### config.mk
export PLATFORM = sky130hd
export DESIGN_NAME = smr_sync_master_rx
export DESIGN_NICKNAME = d
export VERILOG_FILES = /design/src/rtl/smr_sync_master_rx.v
export VERILOG_INCLUDE_DIRS = /design/src /design/src/rtl
export SDC_FILE = /design/constraint.sdc
export NUM_CORES = 1
export LEC_CHECK = 0
export BUFFER_PORTS_ARGS = -buffer_cell sky130_fd_sc_hd__buf_2
export CORE_MARGIN = 5
export CORE_UTILIZATION = 55
export DETAILED_ROUTE_END_ITERATION = 7
export PLACE_DENSITY = 0.72
export SETUP_SLACK_MARGIN = 0.2
export SYNTH_ARGS = -nofsm -noshare
export SYNTH_HDL_FRONTEND = slang
export SYNTH_SLANG_ARGS = --single-unit
### constraint.sdc
create_clock -name ref_clk_i -period 6.8 [get_ports ref_clk_i]
set_clock_uncertainty 0.15 [all_clocks]
set_input_delay 0.68 -clock ref_clk_i [delete_from_list [all_inputs] [get_ports ref_clk_i]]
set_output_delay 0.68 -clock ref_clk_i [all_outputs]
set_load 0.02 [all_outputs]
### src/rtl/smr_defines.vh
// Register map, field positions, reset values and FIFO depth for the synchronous master receiver
`ifndef SMR_DEFINES_VH
`define SMR_DEFINES_VH
`define SMR_ADDR_W 3
`define SMR_ADDR_CTRL 3'h0
`define SMR_ADDR_DATA 3'h1
`define SMR_ADDR_BAUD 3'h2
`define SMR_ADDR_MODE 3'h3
`define SMR_ADDR_IRQ_STATUS 3'h4
`define SMR_ADDR_IRQ_ENABLE 3'h5
`define SMR_ADDR_IRQ_CLEAR 3'h6
`define SMR_BIT_SERIAL_PORT_ON 7
`define SMR_BIT_NINE_BIT_SELECT 6
`define SMR_BIT_SINGLE_RX 5
`define SMR_BIT_CONT_RX 4
`define SMR_BIT_OVERRUN 1
`define SMR_BIT_NINTH 0
`define SMR_BIT_SYNC_MODE 0
`define SMR_BIT_CLOCK_ORIGIN 1
`define SMR_IRQ_RX 0
`define SMR_IRQ_OVR 1
`define SMR_CTRL_RESET 8'h00
`define SMR_BAUD_RESET 8'h00
`define SMR_FIFO_DEPTH 2
`endif

### src/rtl/smr_sync_master_rx.v
// Synchronous master serial receiver with two-deep receive FIFO and register port
//
// Overview of operation
// - Reception starts only once single or continuous receive enable is set in sync mode.
// - Each data bit is sampled at the falling edge of the shift clock.
// - Single-receive enable receives exactly one word then stops.
// - Continuous-receive enable receives words back to back until cleared.
// - With both enables set, continuous reception wins over single.
// - After the last bit, the shift register moves into the FIFO if room.
// - Receive flag rises on FIFO load, read-only, clears when FIFO read empty.
// - Receive flag reaches the interrupt only while its enable is set.
// - FIFO holds two words while a third may be shifting in.
// - Full FIFO at a word's last bit sets overrun and drops the word.
// - While overrun is set, no word moves into the FIFO.
// - Overrun clears only when software clears continuous receive enable.
// - Ninth bit is queued with its byte; each FIFO read updates it.
`timescale 1ns/1ps
`include "smr_defines.vh"
module smr_sync_master_rx (
  input wire ref_clk_i,
  input wire rst_n_i,
  input wire [`SMR_ADDR_W-1:0] addr_i,
  input wire [7:0] wdata_i,
  input wire wr_i,
  input wire rd_i,
  output reg [7:0] rdata_o,
  input wire data_pin_i,
  output reg shift_clk_o,
  output reg shift_clk_oe_o,
  output wire irq_o
);
  localparam ST_IDLE = 2'd0;
  localparam ST_HIGH = 2'd1;
  localparam ST_LOW = 2'd2;
  reg [1:0] state_reg;
  reg [7:0] ctrl_reg;
  reg [7:0] baud_divisor_reg;
  reg [1:0] mode_reg;
  reg [1:0] irq_status_reg;
  reg [1:0] irq_enable_reg;
  reg overrun_error_reg;
  reg receive_flag_reg;
  reg [7:0] baud_cnt_reg;
  reg [3:0] bit_cnt_reg;
  reg [8:0] receive_shift_register_reg;
  reg [8:0] fifo_mem_reg [0:`SMR_FIFO_DEPTH-1];
  reg rd_ptr_reg;
  reg wr_ptr_reg;
  reg [1:0] fifo_cnt_reg;
  reg data_meta_reg;
  reg data_sync_reg;
  wire port_on;
  wire nine_bit;
  wire single_en;
  wire cont_en;
  wire sync_master;
  wire rx_active;
  wire baud_tick;
  wire last_bit;
  wire word_done;
  wire fifo_full;
  wire fifo_empty;
  wire fifo_push;
  wire fifo_pop;
  wire overrun_set;
  wire cont_clear_wr;
  wire [8:0] head_word;
  wire [3:0] word_len;
  reg [8:0] shift_next;
  assign port_on = ctrl_reg[`SMR_BIT_SERIAL_PORT_ON];
  assign nine_bit = ctrl_reg[`SMR_BIT_NINE_BIT_SELECT];
  assign single_en = ctrl_reg[`SMR_BIT_SINGLE_RX];
  assign cont_en = ctrl_reg[`SMR_BIT_CONT_RX];
  assign sync_master = port_on & mode_reg[`SMR_BIT_SYNC_MODE] & mode_reg[`SMR_BIT_CLOCK_ORIGIN];
  assign rx_active = sync_master & (single_en | cont_en);
  assign baud_tick = (baud_cnt_reg == baud_divisor_reg);
  assign word_len = nine_bit ? 4'd9 : 4'd8;
  assign last_bit = (bit_cnt_reg == word_len - 4'd1);
  assign word_done = (state_reg == ST_LOW) & baud_tick & last_bit;
  assign fifo_full = (fifo_cnt_reg == 2'd2);
  assign fifo_empty = (fifo_cnt_reg == 2'd0);
  assign fifo_push = word_done & ~fifo_full & ~overrun_error_reg;
  assign overrun_set = word_done & fifo_full & ~overrun_error_reg;
  assign fifo_pop = rd_i & (addr_i == `SMR_ADDR_DATA) & ~fifo_empty;
  assign cont_clear_wr = wr_i & (addr_i == `SMR_ADDR_CTRL) & ~wdata_i[`SMR_BIT_CONT_RX];
  assign head_word = fifo_mem_reg[rd_ptr_reg];
  assign irq_o = |(irq_status_reg & irq_enable_reg);
  // Falling edge of shift clock: place the new bit by position
  always @* begin
    shift_next = receive_shift_register_reg;
    shift_next[bit_cnt_reg] = data_sync_reg;
  end
  // Data pin synchroniser
  always @(posedge ref_clk_i or negedge rst_n_i) begin
    if (!rst_n_i) begin
      data_meta_reg <= 1'b0;
      data_sync_reg <= 1'b0;
    end else begin
      data_meta_reg <= data_pin_i;
      data_sync_reg <= data_meta_reg;
    end
  end
  // Shift clock generator and bit sampler
  always @(posedge ref_clk_i or negedge rst_n_i) begin
    if (!rst_n_i) begin
      state_reg <= ST_IDLE;
      baud_cnt_reg <= 8'h00;
      bit_cnt_reg <= 4'h0;
      receive_shift_register_reg <= 9'h000;
      shift_clk_o <= 1'b0;
      shift_clk_oe_o <= 1'b0;
    end else begin
      shift_clk_oe_o <= sync_master;
      case (state_reg)
        ST_IDLE: begin
          shift_clk_o <= 1'b0;
          baud_cnt_reg <= 8'h00;
          bit_cnt_reg <= 4'h0;
          if (rx_active) begin
            state_reg <= ST_HIGH;
            shift_clk_o <= 1'b1;
            receive_shift_register_reg <= 9'h000;
          end
        end
        ST_HIGH: begin
          if (!rx_active) begin
            state_reg <= ST_IDLE;
            shift_clk_o <= 1'b0;
          end else if (baud_tick) begin
            baud_cnt_reg <= 8'h00;
            state_reg <= ST_LOW;
            shift_clk_o <= 1'b0;
            receive_shift_register_reg <= shift_next;
          end else begin
            baud_cnt_reg <= baud_cnt_reg + 8'h01;
          end
        end
        default: begin
          if (!rx_active) begin
            state_reg <= ST_IDLE;
          end else if (baud_tick) begin
            baud_cnt_reg <= 8'h00;
            if (last_bit) begin
              bit_cnt_reg <= 4'h0;
              receive_shift_register_reg <= 9'h000;
              if (cont_en) begin
                state_reg <= ST_HIGH;
                shift_clk_o <= 1'b1;
              end else begin
                state_reg <= ST_IDLE;
              end
            end else begin
              bit_cnt_reg <= bit_cnt_reg + 4'h1;
              state_reg <= ST_HIGH;
              shift_clk_o <= 1'b1;
            end
          end else begin
            baud_cnt_reg <= baud_cnt_reg + 8'h01;
          end
        end
      endcase
    end
  end
  // Receive FIFO, two entries
  always @(posedge ref_clk_i or negedge rst_n_i) begin
    if (!rst_n_i) begin
      fifo_mem_reg[0] <= 9'h000;
      fifo_mem_reg[1] <= 9'h000;
      rd_ptr_reg <= 1'b0;
      wr_ptr_reg <= 1'b0;
      fifo_cnt_reg <= 2'd0;
    end else begin
      if (fifo_push) begin
        fifo_mem_reg[wr_ptr_reg] <= nine_bit ? receive_shift_register_reg : {1'b0, receive_shift_register_reg[7:0]};
        wr_ptr_reg <= ~wr_ptr_reg;
      end
      if (fifo_pop) begin
        rd_ptr_reg <= ~rd_ptr_reg;
      end
      if (fifo_push & ~fifo_pop) begin
        fifo_cnt_reg <= fifo_cnt_reg + 2'd1;
      end else if (fifo_pop & ~fifo_push) begin
        fifo_cnt_reg <= fifo_cnt_reg - 2'd1;
      end
    end
  end
  // Control, flags and interrupt registers
  always @(posedge ref_clk_i or negedge rst_n_i) begin
    if (!rst_n_i) begin
      ctrl_reg <= `SMR_CTRL_RESET;
      baud_divisor_reg <= `SMR_BAUD_RESET;
      mode_reg <= 2'b00;
      irq_enable_reg <= 2'b00;
      irq_status_reg <= 2'b00;
      overrun_error_reg <= 1'b0;
      receive_flag_reg <= 1'b0;
    end else begin
      if (wr_i) begin
        if (addr_i == `SMR_ADDR_CTRL) begin
          ctrl_reg <= wdata_i;
        end else if (addr_i == `SMR_ADDR_BAUD) begin
          baud_divisor_reg <= wdata_i;
        end else if (addr_i == `SMR_ADDR_MODE) begin
          mode_reg <= wdata_i[1:0];
        end else if (addr_i == `SMR_ADDR_IRQ_ENABLE) begin
          irq_enable_reg <= wdata_i[1:0];
        end
      end
      if (word_done & ~cont_en & ~(wr_i & (addr_i == `SMR_ADDR_CTRL))) begin
        ctrl_reg[`SMR_BIT_SINGLE_RX] <= 1'b0;
      end
      if (overrun_set) begin
        overrun_error_reg <= 1'b1;
      end else if (cont_clear_wr) begin
        overrun_error_reg <= 1'b0;
      end
      if (fifo_push) begin
        receive_flag_reg <= 1'b1;
      end else if (fifo_pop & (fifo_cnt_reg == 2'd1)) begin
        receive_flag_reg <= 1'b0;
      end
      irq_status_reg[`SMR_IRQ_RX] <= receive_flag_reg | fifo_push |
        (irq_status_reg[`SMR_IRQ_RX] & ~(wr_i & (addr_i == `SMR_ADDR_IRQ_CLEAR) & wdata_i[`SMR_IRQ_RX]));
      irq_status_reg[`SMR_IRQ_OVR] <= overrun_set |
        (irq_status_reg[`SMR_IRQ_OVR] & ~(wr_i & (addr_i == `SMR_ADDR_IRQ_CLEAR) & wdata_i[`SMR_IRQ_OVR]));
    end
  end
  // Read port, data one cycle after the strobe
  always @(posedge ref_clk_i or negedge rst_n_i) begin
    if (!rst_n_i) begin
      rdata_o <= 8'h00;
    end else if (rd_i) begin
      if (addr_i == `SMR_ADDR_CTRL) begin
        rdata_o <= {ctrl_reg[7:4], 2'b00, overrun_error_reg, head_word[8]};
      end else if (addr_i == `SMR_ADDR_DATA) begin
        rdata_o <= head_word[7:0];
      end else if (addr_i == `SMR_ADDR_BAUD) begin
        rdata_o <= baud_divisor_reg;
      end else if (addr_i == `SMR_ADDR_MODE) begin
        rdata_o <= {6'h00, mode_reg};
      end else if (addr_i == `SMR_ADDR_IRQ_STATUS) begin
        rdata_o <= {5'h00, receive_flag_reg, irq_status_reg};
      end else if (addr_i == `SMR_ADDR_IRQ_ENABLE) begin
        rdata_o <= {6'h00, irq_enable_reg};
      end else begin
        rdata_o <= 8'h00;
      end
    end else begin
      rdata_o <= 8'h00;
    end
  end
endmodule // smr_sync_master_rx

==> impl_results.md, run 1 <==
* Result of the run: finished, final reports clean
* Prevailing post-synth register cell: dfrtp_1
* Worst relative slew slack at 24.44%
* Register bit count reported by yosys at 77
* Cell Pwr Density at ~260 nW/um2
* EDFF count, synth at 0
* Synthesized Nets at between 300 and 400
* Starting DRC count in detailed routing at 174
* Post-layout nets at 408
* WL per Instance at 16.76 um
* Number of antenna cells inserted at 0
* Endpoint arrival time on the critical path at 3.02 ns
* Finished layout cell area at about 4300 um2
* Clock insertion delay at the later pin of the skew report at 0.35 ns
* Power consumption at 1.129 mW
* Maximum number of pins on one net before global-route repair at slightly below 80
* Worst setup path startpoint: baud_divisor_reg[1]
* Number of cells upsized or downsized after cts at 0
* Least-Margin Pin Slew at 1.125 ns
* Clock Sinks at 77
* Overflow after GRT at 0
* Number of buffers created by CTS at 9
* Last weighted congestion value of the routability-driven placer at between 0.9 and 1
* Largest area contributor in the netlist: dfrtp_1
* Type of the worst min-delay path: reg2reg
* DIE HEIGHT at slightly above 90 um
* Area post-placement at roughly 4000 um2
* Cell Chain, Critical Path: xnor2_1, nand4_1, or4_1, nor4b_4, mux2_2
* Final std cells w/o fill at about 480
* Setup Crit Path Kind: reg2reg
* Buffers on Ports at 26
* Top-area cell type share of the netlist area at 50.26%
* Post-CTS Setup Bufs at 0
* Overall Global Routing Usage at 20.18%
* Antenna violations before repair at 0
* H-tree level count at 3
* Die area at 8740 um2
* Leakage at 1.849 nW
* Clock slew at the register clock pins of the worst setup and hold paths at 0.08 ns
* Largest register FFs at 18
* Max-capacitance violation count at 0
* Worst Hold Launch: data_meta_reg
* Setup crit end kind: flop
* Fillers at 558
* CP bufs+invs at 0
* Area contributors post-synth: dfrtp_1 50%, mux2_2 10%, a21oi_1 3.4%
* Proportion of register bits with asynchronous set or reset after synthesis at 100.0%
* Fin. Hold Viols at 0
* Detailed-route via count at about 2800
* TritonCTS clock tree: built
* Avg Cell Area, Syn at 10.74 um2
* Setup violation total in the final timing report at 0
* Initial Util at 56.43%
* Cts hold-fix bufs at 0
* Synth Warn # at 0
* Fraction of final layout cells sized beyond drive strength 1 at 20.41%
* Vias in the first global route at around 2800
* Placed insts at 468
* Maximum fanout count along the critical path at 9
* Placed wire-length estimate at 5765 um
* Max incr delay on CP at 0.72 ns
* Register area share after synthesis at 50.26%
* Netlist cell types at 48
* Maximum frequency from static timing analysis at between 300 and 400 MHz
* Post-DRT Antenna Nets at 0
* Required time at the endpoint of the critical path at 6.88 ns
* Nature of the critical path startpoint: flop
* Global-route wire length before repair at 13720 um
* Worst ir drop on vdd at roughly 0.14 mV
* Deepest clock path buffer count at 2
* Post-route clock period utilization at between 40% and 50%
* Worst flop-to-flop path startpoint: baud_divisor_reg[1]
* Setup repair after global routing missed its margin: false
* Synthesized instance count at 357
* Area Overhead vs Synth at 11.65%
* Post-Route WL at 8097 um
* DRC violation count after routing at 0
* Final worst path period need at 2.947 ns
* Final Max Slew Viols at 0
* Clock root buffer: clkbuf_8
* Slowest cell on the critical path: or4_1
* Kind of cell adding the most delay to the critical path: simple AND/OR/NAND/NOR gates
* Sum Neg Setup Slack at 0 ns
* I/O Pins at 27
* Row Count at 30
* Die width at about 93 um
* Average via count per standard cell at a little under 6
* Netlist Area Pre-Place at 3834 um2
* Core area at approximately 6800 um2
* Drt pass-1 iters at 5
## through the flow
| stage | setup WS, ns | utilization, % | hold WS, ns |
|---|---|---|---|
| after floorplan | 4.221 | - | 0.1812 |
| after global placement | 3.968 | 59.52 | 0.1850 |
| after detailed placement | 3.893 | 59.52 | 0.2075 |
| after CTS | 3.862 | 63.00 | 0.2254 |
| after global routing | 3.672 | 63.00 | 0.2317 |
| final | 3.853 | 63.00 | 0.2215 |
## power breakdown
group	switching [mW]	internal (mW)	total, mW
clock network	0.168	0.242	0.410
logic	0.0905	0.0756	0.166
registers	0.0559	0.497	0.553
## cell usage in the layout (no fill, tap or decap), types with 5 or more instances in the layout
cell	Yosys	routed
nand3_1	8	8
mux2i_1	9	9
o21ai_0	22	22
xnor2_1	11	11
clkbuf_8	0	9
xor2_1	6	6
dfrtp_1	77	77
a211oi_1	13	13
mux2_2	34	34
nor2_1	28	28
inv_1	21	21
a21oi_1	26	26
ha_1	9	9
nand2_1	17	17
buf_2	1	25
nor3_1	5	5
nand4_1	7	7
## worst reg2reg max path, delay by kind of cell, from the launching register on
family / cells / cell delay (ns)
multiplexers: 1 / 0.40
AND/OR/NAND/NOR: 3 / 1.56
flip-flops: 1 / 0.44
XOR/XNOR: 1 / 0.27
## worst paths after layout
path / to / slack (ns) / depth (start not counted)
max: fifo_mem_reg[5] / 3.85 / 5
min: data_sync_reg / 0.22 / 0
max reg2reg: fifo_mem_reg[5] / 3.85 / 5
min reg2reg: data_sync_reg / 0.22 / 0
max in group asynchronous: baud_cnt_reg[7] / 5.57 / 1
min in group asynchronous: fifo_mem_reg[10] / 0.31 / 1
## final cells by class
type                       instances  area, um2  area share [%]
timing repair buffer              26      132.6           3.099
clock inverter                     6      112.6           2.631
sequential                        77       1927           45.02
tap                               96      120.1           2.806
multi-input combinational        248       1785           41.71
clock buffer                       9      123.9           2.894
inverter                          21      78.83           1.842
## per-layer routing
layer  share of wire (%)  GRT usage (%)
met5                   0              0
met4                 1.8          6.593
met3                 4.7          4.827
met2                  49          32.22
met1                  45          27.04
## Yosys cell counts (all sizes together) (5+ instances only)
cell	n
mux2i	9
a21oi	26
mux2	34
a211oi	13
nor3	5
nand2	17
o21ai	23
nand4	7
dfrtp	77
nor2	28
inv	21
nand3	8
xor2	6
ha	9
xnor2	11
clkbuf	9
## logic make-up after synthesis
family	share of synthesized area [%]
and+or+nand+nor	13.15
adders and majority gates	2.937
buffers and inverters	3.166
xor gates and xnor gates	3.884
AOI/OAI and AO/OA	14.26
muxes	12.34
DFF	50.26
Note: power is estimated with default switching activity, not from simulation.
==> run 2, diff against run 1 <==
- clock period: 6.8 -> 2.94 ns (I/O delays scaled with it)
==> run 2 against run 1 <==
Wire length rose by 3.5%; power increased by 140%; core utilization up 2.0 points; die area unchanged; design area is 3.1% higher; count of clock-buffer cells in the layout did not move; register-to-register slack worse by 3.5 ns; critical endpoint is now fifo_mem_reg[4]; largest cell class unchanged; highest routed layer unchanged.
==> impl_results.md, run 2 (same netlist as run 1, synthesis figures left out) <==
* Result of the run: finished, final reports clean
* Highest-count cells in the layout ignoring fill and taps: 77 x dfrtp_1, 34 x mux2_2, 28 x nor2_1, 26 x a21oi_1, 25 x buf_2
* Row Count at 30
* Antenna violations before repair at 0
* Post-DRT Antenna Nets at 0
* Vias in the first global route at 2794
* Least-Margin Pin Slew at between 0.9 and 1 ns
* Post-route clock period utilization at between 80% and 90%
* Fillers at 547
* Setup crit end kind: flop
* Area post-placement at between 4000 and 5000 um2
* Max-capacitance violation count at 0
* Area Overhead vs Synth at 15.11%
* Number of antenna cells inserted at 0
* Fin. Hold Viols at 0
* Die width at 93.49 um
* Flop2flop setup slack at around 0.32 ns
* Met3 Wirelength at ~300 um
* Largest register FFs at 18
* Top layer used by detailed routing: met4
* TritonCTS clock tree: built
* Detailed-route via count at between 2000 and 3000
* Fin Hold WS at 0.01639 ns
* Endpoint arrival time on the critical path at approximately 2.7 ns
* Post-Route WL at 8379 um
* Endpoint of the most critical setup path: fifo_mem_reg[4]
* Post-layout nets at 419
* Setup Crit Path Kind: reg2reg
* Leakage at 1.920 nW
* Die area at 8740 um2
* Clock slew at the register clock pins of the worst setup and hold paths at 0.09 ns
* Overall Global Routing Usage at between 20% and 30%
* Clock Sinks at 77
* Average via count per standard cell at 5.780
* Clock root buffer: clkbuf_8
* WL per Instance at 16.93 um
* Final Max Slew Viols at 0
* Deepest clock path buffer count at 2
* Initial Util at between 50% and 60%
* Worst flop-to-flop path startpoint: baud_divisor_reg[7]
* Maximum fanout count along the critical path at 9
* Setup violation total in the final timing report at 0
* Worst relative slew slack at 35.75%
* Sum Neg Setup Slack at 0 ns
* Last weighted congestion value of the routability-driven placer at slightly above 0.9
* Nature of the critical path startpoint: flop
* Maximum frequency from static timing analysis at ~380 MHz
* Final worst path period need at 2.624 ns
* Maximum number of pins on one net before global-route repair at 78
* Required time at the endpoint of the critical path at 3.03 ns
* Fraction of final layout cells sized beyond drive strength 1 at a little under a quarter
* Setup repair after global routing missed its margin: false
* H-tree level count at 3
* Finished layout cell area at 4413 um2
* Starting DRC count in detailed routing at 186
* Worst ir drop on vdd at 0.3291 mV
* Worst setup path startpoint: baud_divisor_reg[7]
* DRC violation count after routing at 0
* Placed wire-length estimate at about 6000 um
* Clock insertion delay at the later pin of the skew report at 0.36 ns
* Cell Pwr Density at 626.3 nW/um2
* DR WL met2 at 3832 um
* DIE HEIGHT at between 90 and 100 um
* Global-route wire length before repair at 14120 um
* Drt pass-1 iters at 5
* I/O Pins at 27
* Buffers on Ports at 26
* Core area at 6794 um2
* Type of the worst min-delay path: in2reg
* Wire length on met1 at 4012 um
* Path depth of the worst reg2reg path at 6
* Number of buffers created by CTS at 9
* Overflow after GRT at 0
* Crit Reg-Reg Endpoint: fifo_mem_reg[4]
* Most common cell after layout, fill and taps aside: dfrtp_1
## run 2: worst min path at each step
stage | from | to | slack [ns] | depth (start not counted)
after floorplan | rst_n_i | baud_cnt_reg[0] | -0.15 | 0
after global placement | data_meta_reg | data_sync_reg | 0.18 | 0
after detailed placement | data_meta_reg | data_sync_reg | 0.19 | 0
after CTS | wdata_i[3] | baud_divisor_reg[3] | 0.006 | 2
after global routing | wdata_i[3] | baud_divisor_reg[3] | 0.02 | 2
final | wdata_i[5] | ctrl_reg[5] | 0.02 | 3
## run 2: stage by stage
step	setup WS, ns	util (%)	power (mW)	cells
6_report	0.3156	64.95	2.764	495
5_1_grt	0.2206	64.95	2.885	495
4_1_cts	0.2998	64.62	2.767	493
3_5_place_dp	0.2398	60.29	1.696	475
3_3_place_gp	0.3225	60.29	1.680	475
2_1_floorplan	0.3608	-	1.554	357
## run 2: power breakdown
group / internal, mW / switching [mW] / total [mW]
clock: 0.655 / 0.418 / 1.07
combinational: 0.189 / 0.218 / 0.407
sequential: 1.15 / 0.134 / 1.28
total: 1.99 / 0.770 / 2.76
## run 2: layer usage
| layer | vias to the layer above | GRT usage, % |
|---|---|---|
| met2 | 66 | 30.55 |
| met3 | 21 | 2.735 |
| met5 | - | 0 |
| met4 | 0 | 8.913 |
| li1 | 1371 | - |
| met1 | 1403 | 30.44 |
## run 2: critical path: stages, from the launching register on
cell and delay [ns]:
dfrtp_1 0.42, xnor2_1 0.27, nand4_1 0.23, or4_4 0.63, nor4b_4 0.22, buf_4 0.22
mux2_2 0.35
## run 2: repair_timing
action / 4_1_cts / 5_1_grt
setup endpoints to repair: 1 / 9
gates resized for setup: 1 / 1
setup buffers: 0 / 2
hold buffers: 2 / 0
hold endpoints to repair: 78 / 0
pin swaps: 0 / 1
## run 2: cell type report
| type | count | area, um2 | area share, % |
|---|---|---|---|
| flip-flops and latches | 77 | 1927 | 43.66 |
| multi-input cells | 248 | 1797 | 40.71 |
| inverters | 21 | 78.83 | 1.786 |
| well taps | 96 | 120.1 | 2.722 |
| repair buffers | 37 | 220.2 | 4.990 |
| clock inverters | 7 | 146.4 | 3.317 |
| clock buffers | 9 | 123.9 | 2.807 |
